==> config.mk <==
export PLATFORM = sky130hd
export DESIGN_NAME = scf_cmd_fsm
export DESIGN_NICKNAME = d
export VERILOG_FILES = /design/src/rtl/scf_pkg.sv /design/src/rtl/scf_cmd_fsm.sv
export VERILOG_INCLUDE_DIRS = /design/src /design/src/rtl
export SDC_FILE = /design/constraint.sdc
export NUM_CORES = 1
export LEC_CHECK = 0
export BUFFER_PORTS_ARGS = -buffer_cell sky130_fd_sc_hd__buf_2
export CORE_ASPECT_RATIO = 1.2
export CORE_MARGIN = 4
export CORE_UTILIZATION = 40
export CTS_BUF_LIST = sky130_fd_sc_hd__clkbuf_16
export CTS_CLUSTER_SIZE = 10
export DETAILED_ROUTE_END_ITERATION = 10
export PLACE_DENSITY_LB_ADDON = 0.12
export SLEW_MARGIN = 30
export SYNTH_ARGS = -nofsm -noshare
export SYNTH_HDL_FRONTEND = slang
export SYNTH_SLANG_ARGS = --single-unit
==> constraint.sdc <==
create_clock -name pclk -period 2.6 [get_ports pclk]
set_clock_uncertainty 0.1 [all_clocks]
set_input_delay 0.26 -clock pclk [delete_from_list [all_inputs] [get_ports pclk]]
set_output_delay 0.26 -clock pclk [all_outputs]
set_load 0.005 [all_outputs]
==> src/rtl/scf_defs.svh <==
// scf_defs.svh: offsets, field positions, reset values and timing counts
// assumes: included by the package and the command-layer state machine
`ifndef SCF_DEFS_SVH
`define SCF_DEFS_SVH

// ----------------------------------------
// register offsets (byte addresses)
// ----------------------------------------
`define SCF_OFF_CTRL 12'h000
`define SCF_OFF_STAT 12'h004
`define SCF_OFF_IRQ_STS 12'h008
`define SCF_OFF_IRQ_MSK 12'h00C
`define SCF_OFF_TFD 12'h010
`define SCF_OFF_SIG 12'h014
`define SCF_OFF_CCC 12'h018
`define SCF_OFF_CMD_ISSUE 12'h01C
`define SCF_OFF_RXBASE 12'h020
`define SCF_OFF_DEBUG 12'h024

// ----------------------------------------
// control register fields
// ----------------------------------------
`define SCF_CTRL_FBS_EN 0
`define SCF_CTRL_CCC_EN 1
`define SCF_CTRL_DHR_EN 2
`define SCF_CTRL_GIE 3
`define SCF_CTRL_SIG_UPD 4

// ----------------------------------------
// irq status fields
// ----------------------------------------
`define SCF_IRQ_DHRS 0
`define SCF_IRQ_FATAL 1
`define SCF_IRQ_W 2

// ----------------------------------------
// taskfile status bits
// ----------------------------------------
`define SCF_STS_ERR 0
`define SCF_STS_DRQ 3
`define SCF_STS_BSY 7

// ----------------------------------------
// constants
// ----------------------------------------
`define SCF_NO_SLOT 6'h20
`define SCF_PACKET_CMD_AREA_MAX 16'h0010
`define SCF_PMP_STRIDE 32'h0000_0100
`define SCF_REGFIS_OFFSET_OFF 32'h0000_0040
`define SCF_DESC_FETCH 4'h1
`define SCF_DATA_FETCH 4'h1

`endif

==> src/rtl/scf_pkg.sv <==
// scf_pkg.sv: types of the command-layer state machine
// assumes: scf_defs.svh is on the include path
package scf_pkg;
  `include "scf_defs.svh"

  // ----------------------------------------
  // states
  // ----------------------------------------
  typedef enum logic [4:0] {
    scf_st_idle = 5'h00,
    scf_st_desc_prefetch = 5'h01,
    scf_st_write_data_prefetch = 5'h03,
    scf_st_switching_idle = 5'h02,
    scf_st_packet_cmd_send = 5'h06,
    scf_st_a = 5'h07,
    scf_st_fatal = 5'h05,
    scf_st_b = 5'h04,
    scf_st_cmd_clear = 5'h0C,
    scf_st_completion_count = 5'h0D,
    scf_st_set_interrupt = 5'h0F,
    scf_st_set_global_status = 5'h0E,
    scf_st_raise_interrupt = 5'h0A,
    scf_st_sig_check = 5'h0B,
    scf_st_sig_load = 5'h09,
    scf_st_power_aggressive = 5'h08,
    scf_st_fatal_taskfile = 5'h18
  } scf_state_t;

  // received register fis fields
  typedef struct packed {
    logic [7:0] status;
    logic [7:0] error;
    logic irq_bit;
    logic [31:0] sig;
  } scf_regfis_t;

  // memory write request
  typedef struct packed {
    logic valid;
    logic [31:0] addr;
  } scf_memreq_t;

  // whole module state
  typedef struct packed {
    scf_state_t st;
    logic [31:0] rdata;
    logic pready;
    logic [4:0] ctrl;
    logic [1:0] irq_sts;
    logic [1:0] irq_msk;
    logic [15:0] tfd;
    logic [31:0] sig;
    logic [31:0] ccc;
    logic [31:0] cmd_issue;
    logic [31:0] rx_base;
    logic [5:0] issued_slot;
    logic [15:0] busy_track;
    logic [15:0] data_req_track;
    logic [15:0] pending_packet_flag;
    logic global_port_pending;
    logic port_irq;
    logic [3:0] mux_port_field;
    logic [15:0] pkt_len;
    logic pkt_start;
    logic [3:0] fetch_cnt;
    logic desc_fetch;
    logic data_fetch;
    scf_memreq_t fis_copy;
    logic [31:0] xfer_byte_count;
    logic hdr_wr;
    scf_regfis_t fis;
  } scf_reg_t;
endpackage

==> src/rtl/scf_cmd_fsm.sv <==
// scf_cmd_fsm.sv: per-port command-layer state machine with its apb registers
// assumes: single clock pclk, apb master on the register side, link and memory
// engines outside answer with one-cycle strobes from the same clock domain
//
// Our own choices: register access over APB and the register offsets.
`timescale 1ns/100ps
`include "scf_defs.svh"

module scf_cmd_fsm
  import scf_pkg::*;
(
  input wire logic pclk,
  input wire logic presetn,
  // apb slave
  input wire logic psel,
  input wire logic penable,
  input wire logic pwrite,
  input wire logic [11:0] paddr,
  input wire logic [31:0] pwdata,
  output logic [31:0] prdata,
  output logic pready,
  output logic pslverr,
  // command-layer entry events
  input wire logic cfis_ok,
  input wire logic hdr_prefetch,
  input wire logic hdr_write,
  input wire logic atapi_go,
  input wire logic [3:0] hdr_mux_port,
  input wire logic [15:0] remaining_xfer_count,
  input wire logic [3:0] current_mux_port,
  input wire logic [4:0] slot,
  input wire logic queued_dev_status,
  input wire logic [31:0] xfer_bytes,
  // link results
  input wire logic tx_done,
  input wire logic tx_err,
  // received register fis
  input wire logic rx_regfis,
  input wire scf_regfis_t rx_fis,
  // memory side
  input wire logic mem_done,
  output scf_memreq_t fis_copy,
  output logic desc_fetch,
  output logic data_fetch,
  output logic pkt_start,
  output logic [15:0] pkt_len,
  output logic [3:0] mux_port_field,
  output logic [31:0] xfer_byte_count,
  output logic hdr_wr,
  output logic [15:0] pending_packet_flag,
  output logic [4:0] state,
  output logic port_irq,
  output logic irq
);

  // ----------------------------------------
  // state registers
  // ----------------------------------------
  scf_reg_t r; // current state
  scf_reg_t next_r; // next state
  logic wr_acc; // apb write access phase
  logic rd_acc; // apb read setup phase
  logic mapped; // address decodes
  logic [31:0] rmux; // read mux
  logic [7:0] fsts; // fis status byte

  assign wr_acc = psel & penable & pwrite;
  assign rd_acc = psel & ~penable & ~pwrite;
  assign fsts = r.fis.status;

  // ----------------------------------------
  // address decode and read mux
  // ----------------------------------------
  always_comb begin
    mapped = 1'b1;
    unique case (paddr)
      `SCF_OFF_CTRL: rmux = {27'h0, r.ctrl};
      `SCF_OFF_STAT: rmux = {24'h0, r.global_port_pending, r.port_irq, 1'b0, r.st};
      `SCF_OFF_IRQ_STS: rmux = {30'h0, r.irq_sts};
      `SCF_OFF_IRQ_MSK: rmux = {30'h0, r.irq_msk};
      `SCF_OFF_TFD: rmux = {16'h0, r.tfd};
      `SCF_OFF_SIG: rmux = r.sig;
      `SCF_OFF_CCC: rmux = r.ccc;
      `SCF_OFF_CMD_ISSUE: rmux = r.cmd_issue;
      `SCF_OFF_RXBASE: rmux = r.rx_base;
      `SCF_OFF_DEBUG: rmux = {10'h0, r.issued_slot, r.busy_track};
      default: begin
        rmux = 32'h0;
        mapped = 1'b0;
      end
    endcase
  end

  // ----------------------------------------
  // next-state logic
  // ----------------------------------------
  always_comb begin
    next_r = r;
    // single-cycle strobes fall back each cycle
    next_r.pkt_start = 1'b0;
    next_r.desc_fetch = 1'b0;
    next_r.data_fetch = 1'b0;
    next_r.hdr_wr = 1'b0;
    // apb: setup cycle prepares, access cycle answers
    next_r.pready = psel & ~penable;
    if (rd_acc) begin
      next_r.rdata = rmux;
    end
    // software writes
    if (wr_acc && mapped) begin
      unique case (paddr)
        `SCF_OFF_CTRL: next_r.ctrl = pwdata[4:0];
        `SCF_OFF_IRQ_MSK: next_r.irq_msk = pwdata[1:0];
        `SCF_OFF_IRQ_STS: begin
          next_r.irq_sts = r.irq_sts & ~pwdata[1:0];
          // software clearing the regfis bit drops the port interrupt
          if (pwdata[`SCF_IRQ_DHRS]) begin
            next_r.port_irq = 1'b0;
            next_r.global_port_pending = 1'b0;
          end
        end
        `SCF_OFF_CMD_ISSUE: next_r.cmd_issue = r.cmd_issue | pwdata;
        `SCF_OFF_RXBASE: next_r.rx_base = pwdata;
        default: next_r.ctrl = r.ctrl;
      endcase
    end
    // state machine
    unique case (r.st)
      scf_st_idle, scf_st_switching_idle, scf_st_power_aggressive, scf_st_a: begin
        if (rx_regfis) begin
          next_r.fis = rx_fis;
          // copy fis to memory first
          next_r.fis_copy.valid = 1'b1;
          next_r.fis_copy.addr = r.rx_base + ({28'h0, current_mux_port} * `SCF_PMP_STRIDE)
            + `SCF_REGFIS_OFFSET_OFF;
          next_r.st = scf_st_b;
        end else if (atapi_go) begin
          next_r.pkt_len = (remaining_xfer_count < `SCF_PACKET_CMD_AREA_MAX) ? remaining_xfer_count
            : `SCF_PACKET_CMD_AREA_MAX;
          next_r.mux_port_field = hdr_mux_port;
          next_r.pending_packet_flag[current_mux_port] = 1'b0;
          next_r.pkt_start = 1'b1;
          next_r.st = scf_st_packet_cmd_send;
        end else if (cfis_ok && hdr_prefetch) begin
          next_r.fetch_cnt = `SCF_DESC_FETCH;
          next_r.st = scf_st_desc_prefetch;
        end
      end
      scf_st_desc_prefetch: begin
        // one descriptor strobe per cycle until the chosen count is fetched
        next_r.desc_fetch = 1'b1;
        next_r.fetch_cnt = r.fetch_cnt - 4'h1;
        if (r.fetch_cnt > 4'h1) begin
          next_r.st = scf_st_desc_prefetch;
        end else if (hdr_write) begin
          next_r.fetch_cnt = `SCF_DATA_FETCH;
          next_r.st = scf_st_write_data_prefetch;
        end else if (r.ctrl[`SCF_CTRL_FBS_EN]) begin
          next_r.st = scf_st_switching_idle;
        end else begin
          next_r.st = scf_st_idle;
        end
      end
      scf_st_write_data_prefetch: begin
        // one write data strobe per cycle until the chosen amount is fetched
        next_r.data_fetch = 1'b1;
        next_r.fetch_cnt = r.fetch_cnt - 4'h1;
        if (r.fetch_cnt > 4'h1) begin
          next_r.st = scf_st_write_data_prefetch;
        end else begin
          next_r.st = r.ctrl[`SCF_CTRL_FBS_EN] ? scf_st_switching_idle : scf_st_idle;
        end
      end
      scf_st_packet_cmd_send: begin
        if (tx_err) begin
          next_r.st = scf_st_fatal;
        end else if (tx_done) begin
          next_r.st = scf_st_a;
        end
      end
      scf_st_b: begin
        if (mem_done) begin
          next_r.fis_copy.valid = 1'b0;
          next_r.tfd = {r.fis.error, fsts};
          next_r.busy_track[current_mux_port] = fsts[`SCF_STS_BSY];
          next_r.data_req_track[current_mux_port] = fsts[`SCF_STS_DRQ];
          if (fsts[`SCF_STS_ERR]) begin
            next_r.st = scf_st_fatal_taskfile;
          end else if (!fsts[`SCF_STS_BSY] && !fsts[`SCF_STS_DRQ]) begin
            next_r.st = scf_st_cmd_clear;
          end else begin
            next_r.st = scf_st_sig_check;
          end
        end
      end
      scf_st_cmd_clear: begin
        next_r.xfer_byte_count = xfer_bytes;
        next_r.hdr_wr = 1'b1;
        if (r.issued_slot != `SCF_NO_SLOT) begin
          next_r.cmd_issue[r.issued_slot[4:0]] = 1'b0;
        end
        next_r.issued_slot = `SCF_NO_SLOT;
        if (r.ctrl[`SCF_CTRL_CCC_EN] && !queued_dev_status) begin
          next_r.st = scf_st_completion_count;
        end else if (r.fis.irq_bit) begin
          next_r.st = scf_st_set_interrupt;
        end else begin
          next_r.st = scf_st_sig_check;
        end
      end
      scf_st_completion_count: begin
        next_r.ccc = r.ccc + 32'h1;
        next_r.st = r.fis.irq_bit ? scf_st_set_interrupt : scf_st_sig_check;
      end
      scf_st_set_interrupt: begin
        next_r.irq_sts[`SCF_IRQ_DHRS] = 1'b1;
        next_r.st = r.ctrl[`SCF_CTRL_DHR_EN] ? scf_st_set_global_status : scf_st_sig_check;
      end
      scf_st_set_global_status: begin
        next_r.global_port_pending = 1'b1;
        next_r.st = r.ctrl[`SCF_CTRL_GIE] ? scf_st_raise_interrupt : scf_st_sig_check;
      end
      scf_st_raise_interrupt: begin
        next_r.port_irq = 1'b1;
        next_r.st = scf_st_sig_check;
      end
      scf_st_sig_check: begin
        if (r.ctrl[`SCF_CTRL_SIG_UPD] && !r.ctrl[`SCF_CTRL_FBS_EN]) begin
          next_r.st = scf_st_sig_load;
        end else begin
          next_r.st = scf_st_power_aggressive;
        end
      end
      scf_st_sig_load: begin
        next_r.sig = r.fis.sig;
        next_r.ctrl[`SCF_CTRL_SIG_UPD] = 1'b0;
        next_r.st = scf_st_power_aggressive;
      end
      scf_st_fatal, scf_st_fatal_taskfile: begin
        next_r.irq_sts[`SCF_IRQ_FATAL] = 1'b1;
        next_r.st = scf_st_idle;
      end
      default: next_r.st = scf_st_idle;
    endcase
    // track issued slot on cfis_ok, except in state scf_st_cmd_clear
    if (cfis_ok && r.st != scf_st_cmd_clear) begin
      next_r.issued_slot = {1'b0, slot};
    end
  end

  // ----------------------------------------
  // state register
  // ----------------------------------------
  always_ff @(posedge pclk or negedge presetn) begin
    if (!presetn) begin
      r <= '0;
      r.issued_slot <= `SCF_NO_SLOT;
      r.pending_packet_flag <= 16'hFFFF;
      r.st <= scf_st_idle;
    end else begin
      r <= next_r;
    end
  end

  // ----------------------------------------
  // outputs
  // ----------------------------------------
  assign prdata = r.rdata;
  assign pready = r.pready;
  assign pslverr = ~mapped & psel & penable;
  assign fis_copy = r.fis_copy;
  assign desc_fetch = r.desc_fetch;
  assign data_fetch = r.data_fetch;
  assign pkt_start = r.pkt_start;
  assign pkt_len = r.pkt_len;
  assign mux_port_field = r.mux_port_field;
  assign xfer_byte_count = r.xfer_byte_count;
  assign hdr_wr = r.hdr_wr;
  assign pending_packet_flag = r.pending_packet_flag;
  assign state = r.st;
  assign port_irq = r.port_irq;
  assign irq = |(r.irq_sts & r.irq_msk);

  // ----------------------------------------
  // assertions
  // ----------------------------------------
  property p_pref;
    @(posedge pclk) disable iff (!presetn)
    r.st == scf_st_desc_prefetch && r.fetch_cnt <= 4'h1 && hdr_write |=> r.st == scf_st_write_data_prefetch;
  endproperty
  a_pref: assert property (p_pref) else $error("prefetch branch wrong");

  property p_len;
    @(posedge pclk) disable iff (!presetn)
    pkt_start |-> pkt_len == (($past(remaining_xfer_count) < `SCF_PACKET_CMD_AREA_MAX) ? $past(remaining_xfer_count)
      : `SCF_PACKET_CMD_AREA_MAX);
  endproperty
  a_len: assert property (p_len) else $error("packet length not min of count and 16");

  property p_txerr;
    @(posedge pclk) disable iff (!presetn)
    r.st == scf_st_packet_cmd_send && tx_err |=> r.st == scf_st_fatal;
  endproperty
  a_txerr: assert property (p_txerr) else $error("tx error not fatal");

  property p_errb;
    @(posedge pclk) disable iff (!presetn)
    r.st == scf_st_b && mem_done && fsts[`SCF_STS_ERR] |=> r.st == scf_st_fatal_taskfile;
  endproperty
  a_errb: assert property (p_errb) else $error("taskfile error missed");

  property p_clr;
    @(posedge pclk) disable iff (!presetn)
    r.st == scf_st_cmd_clear |=> r.issued_slot == `SCF_NO_SLOT || $past(cfis_ok);
  endproperty
  a_clr: assert property (p_clr) else $error("slot not cleared");

  property p_ccc;
    @(posedge pclk) disable iff (!presetn)
    r.st == scf_st_completion_count |=> r.ccc == $past(r.ccc) + 32'h1;
  endproperty
  a_ccc: assert property (p_ccc) else $error("count not incremented");

  property p_dhrs;
    @(posedge pclk) disable iff (!presetn)
    r.st == scf_st_set_interrupt |=> r.irq_sts[`SCF_IRQ_DHRS];
  endproperty
  a_dhrs: assert property (p_dhrs) else $error("status bit not set");

  property p_sig;
    @(posedge pclk) disable iff (!presetn)
    r.st == scf_st_sig_check && r.ctrl[`SCF_CTRL_FBS_EN] |=> r.st == scf_st_power_aggressive;
  endproperty
  a_sig: assert property (p_sig) else $error("signature while switching");

  c_pkt: cover property (@(posedge pclk) r.st == scf_st_packet_cmd_send ##1 r.st == scf_st_a);
  c_irq: cover property (@(posedge pclk) $rose(port_irq));
  c_sig: cover property (@(posedge pclk) r.st == scf_st_sig_load);
endmodule

==> summary.md <==
| Metric | Value |
|---|---|
| CTS Buf Count | 44 |
| CP arrival | 2.69 ns |
| Worst slew pin tran | about 0.69 ns |
| Gr busiest metal | met2 |
| Max VDD drop | 0.0004725 V |
| Share of flip-flops with an asynchronous set or reset | 1.000 |
| H-tree levels | 2 |
| Synth unique cells | 89 |
| # rows | 84 |
| Synth Warn # | 0 |
| Design Power | 18070 uW |
| CTS root buf | clkbuf_16 |
| Clk buf depth | 3 |
| Largest net degree at the start of global routing | 77 |
| Post-synthesis sequential area ratio | 0.5221 |
| Post-route ant nets | 0 |
| Syn Inst Count | 1773 |
| Vias in the first global route | 14590 |
| Nets@finish | around 2300 |
| Compound-Gate Fraction of Synth Area | 0.1110 |
| Pleak | approximately 0.011 uW |
| WP data required | 3.00 ns |
| Finish-stage setup viols | 0 |
| Mean Syn Cell Area | 10.11 um^2 |
| Met2 Use GR | 0.3686 |
| Per-cell routed wire length | 20.84 um |
| Placer congestion estimate | a little under 0.9 |
| Die X | 201.2 um |
| Layout area overhead | 22.56% |
| Initial Utilization | 0.4069 |
| Final min period | 2.291 ns |
| Chip Height | 239.8 um |
| GRT Overall Usage | 0.2292 |
| First-pass GRT wire length | 87.34 mm |
| Multiplexer area fraction after synthesis | 0.07402 |
| Fillers | 4017 |
| GR Util met3 | 0.03778 |
| CP Max Fanout | 20 |
| Post-synthesis simple-gate area fraction | 0.1791 |
| Grt ovf | 0 |
| Commonest non-fill, non-tap cells in the layout | 459 x nand2_1, 356 x dfrtp_1, 312 x buf_2 |
| Post-route cell area | 21960 um^2 |
| Period utilisation layout | 0.8810 |
| DR iter-0 viols | 894 |
| Max Cap Viol | 0 |
| Clk Latency, worst-skew pair | 0.55 ns |
| Layout cells sized above 1 | 0.2648 |
| Outcome | complete, no violations |
| Synth Flop Type | dfrtp_1 |
| Core Area | 44040 um^2 |
| Commonest non-fill, non-tap cell in the layout | nand2_1 |
| Xor/xnor share of the synthesized area | 0.02249 |
| Max-slew headroom | 0.5378 |
| Setup WS post-layout | 0.3094 ns |
| Initial antenna violation count | 1 |
| GR Util met1 | 0.3215 |
| Final WL | 55.93 mm |
| Mapped Area | 17920 um^2 |
| Layout Cells excl Fill | 2684 |
| Port Buffers | 313 |
| EDFF count, synth | 0 |
| Drt first pass iters | 7 |
| Final hold vios | 0 |
| Startpoint types | flip-flop |
| Clock-pin slew on the worst setup and hold paths | ~0.06 ns |
| Setup crit end kind | flip-flop |
| TritonCTS Sinks | 373 |
| FF+latch count, synth | 373 |
| Post-DP HPWL | 41.21 mm |
| DP Cell Count | 2480 |
| RSZ-0062 raised after global routing | false |
| Combinational family with the most area after synthesis | simple AND/OR/NAND/NOR gates |
| PostCTS Resize Cnt | 0 |
| Setup Crit Path Kind | flip-flop to flip-flop |
| Syn_nets | between 1500 and 2000 |
| PD cells | 823.1 nW/um^2 |
| Max Fclk | 436.6 MHz |
| HP Class | input pin to flip-flop |
| Die Area | about 48000 um^2 |
| Via count | about 14000 |
| Vias per inst | 5.261 |
| Pins Over Slew Limit | 0 |
| DRC | 0 |
| Synth Area in Adders | 0.005587 |
| Place WS | 0.2298 ns |
| Setup_tns | 0 ns |
| DP Area | 19390 um^2 |
| I/O pins | between 300 and 400 |
| CTS tree | yes |
-- logic make-up after synthesis --
| group | Yosys count |
|---|---|
| flip-flops | 373 |
| XOR/XNOR | 46 |
| buffers and inverters | 251 |
| AND/OR/NAND/NOR | 692 |
| multiplexers | 110 |
| AO/OA/AOI/OAI | 293 |
| adder cells (fa/ha/maj) | 8 |
-- routing by layer --
metal	wire (um)	part of all wire	vias up
met5	0	0	-
met4	1580	0.028	0
met3	3249	0.058	92
met2	25570	0.46	487
met1	25540	0.46	6898
li1	-	-	6643
-- critical path, cell delays in order (launching register included) --
cell,delay [ns]
dfrtp_1,0.42
buf_4,0.21
a211o_1,0.36
a21oi_2,0.26
nand3b_2,0.26
buf_4,0.28
clkinv_1,0.16
nand3_1,0.11
nand2_1,0.07
-- path summary, 6_finish.rpt --
check                                         from                       to  slack, ns  cells past startpoint
max in group asynchronous                  presetn             fis_copy[24]       1.31                      3
hold / removal                        hdr_prefetch                   r[120]       0.07                      4
setup reg to reg                          state[1]               pkt_len[0]       0.31                      8
min in group asynchronous                  presetn                   r[199]       0.22                      2
setup / recovery                          state[1]               pkt_len[0]       0.31                      8
hold reg to reg            pending_packet_flag[13]  pending_packet_flag[13]       0.36                      1
-- final cells by class --
class / count / area [um^2] / share of cell area
flip-flops and latches: 373 / 9355 / 0.4260
multi-input cells: 1149 / 7046 / 0.3209
repair buffers: 515 / 3548 / 0.1616
clock buffers: 45 / 1126 / 0.05128
well taps: 559 / 699.4 / 0.03185
clock inverters: 24 / 116.4 / 0.005299
inverters: 16 / 60.06 / 0.002735
diodes: 3 / 7.507 / 0.0003419
-- synth_stat cells, types with 8 or more instances --
master     count  area [um^2]
a21oi_1       74        370.4
a222oi_1      10        100.1
a22o_1        12        105.1
a22oi_1       28        210.2
a2bb2oi_1      9        78.83
a31oi_1       13        81.33
a32o_1        10        100.1
and2_1        17        106.4
and3_1        14        87.58
buf_2         38        190.2
buf_4        142         1066
clkbuf_1      47        176.4
dfrtp_1      356         8909
dfstp_2       17        446.7
ha_1           8        100.1
inv_1         14        52.55
mux2_2        74        833.3
mux2i_1       20        200.2
mux4_2        10        225.2
nand2_1      460         1727
nand3_1       39        195.2
nand4_1       18        112.6
nor2_1        49        183.9
nor2b_1        8        50.05
nor3_1        18        90.09
o21a_1         8        60.06
o21ai_0       61        305.3
o22ai_1        8        50.05
o31a_1         9        78.83
or3_1          8        50.05
xnor2_1       24        210.2
xor2_1        22        192.7
-- repair_timing --
action,4_1_cts,5_1_grt
buffers inserted,0,0
hold buffers,132,0
endpoints found under the hold margin,236,0
-- metrics by stage --
step,util,hold slack [ns]
after floorplan,-,-0.1356
after global placement,0.4402,0.2241
after detailed placement,0.4402,0.2138
after CTS,0.4985,0.03377
after global routing,0.4985,0.09220
final,0.4986,0.06761
-- registers in the layout, indices dropped and copies added (netlist names) --
register / flops
state: 5
pready: 1
fsts: 8
port_irq: 1
desc_fetch: 1
prdata: 32
pending_packet_flag: 16
hdr_wr: 1
pkt_len: 16
fis_copy: 33
r: 221
pkt_start: 1
mux_port_field: 4
data_fetch: 1
xfer_byte_count: 32
-- where the power goes --
| part | internal [uW] | leakage [uW] | switching, uW |
|---|---|---|---|
| Combinational | 1880 | 0.00534 | 2530 |
| Sequential | 7110 | 0.00488 | 1050 |
| Clock | 3170 | 0.000687 | 2320 |
Note: power is estimated with default switching activity, not from simulation.
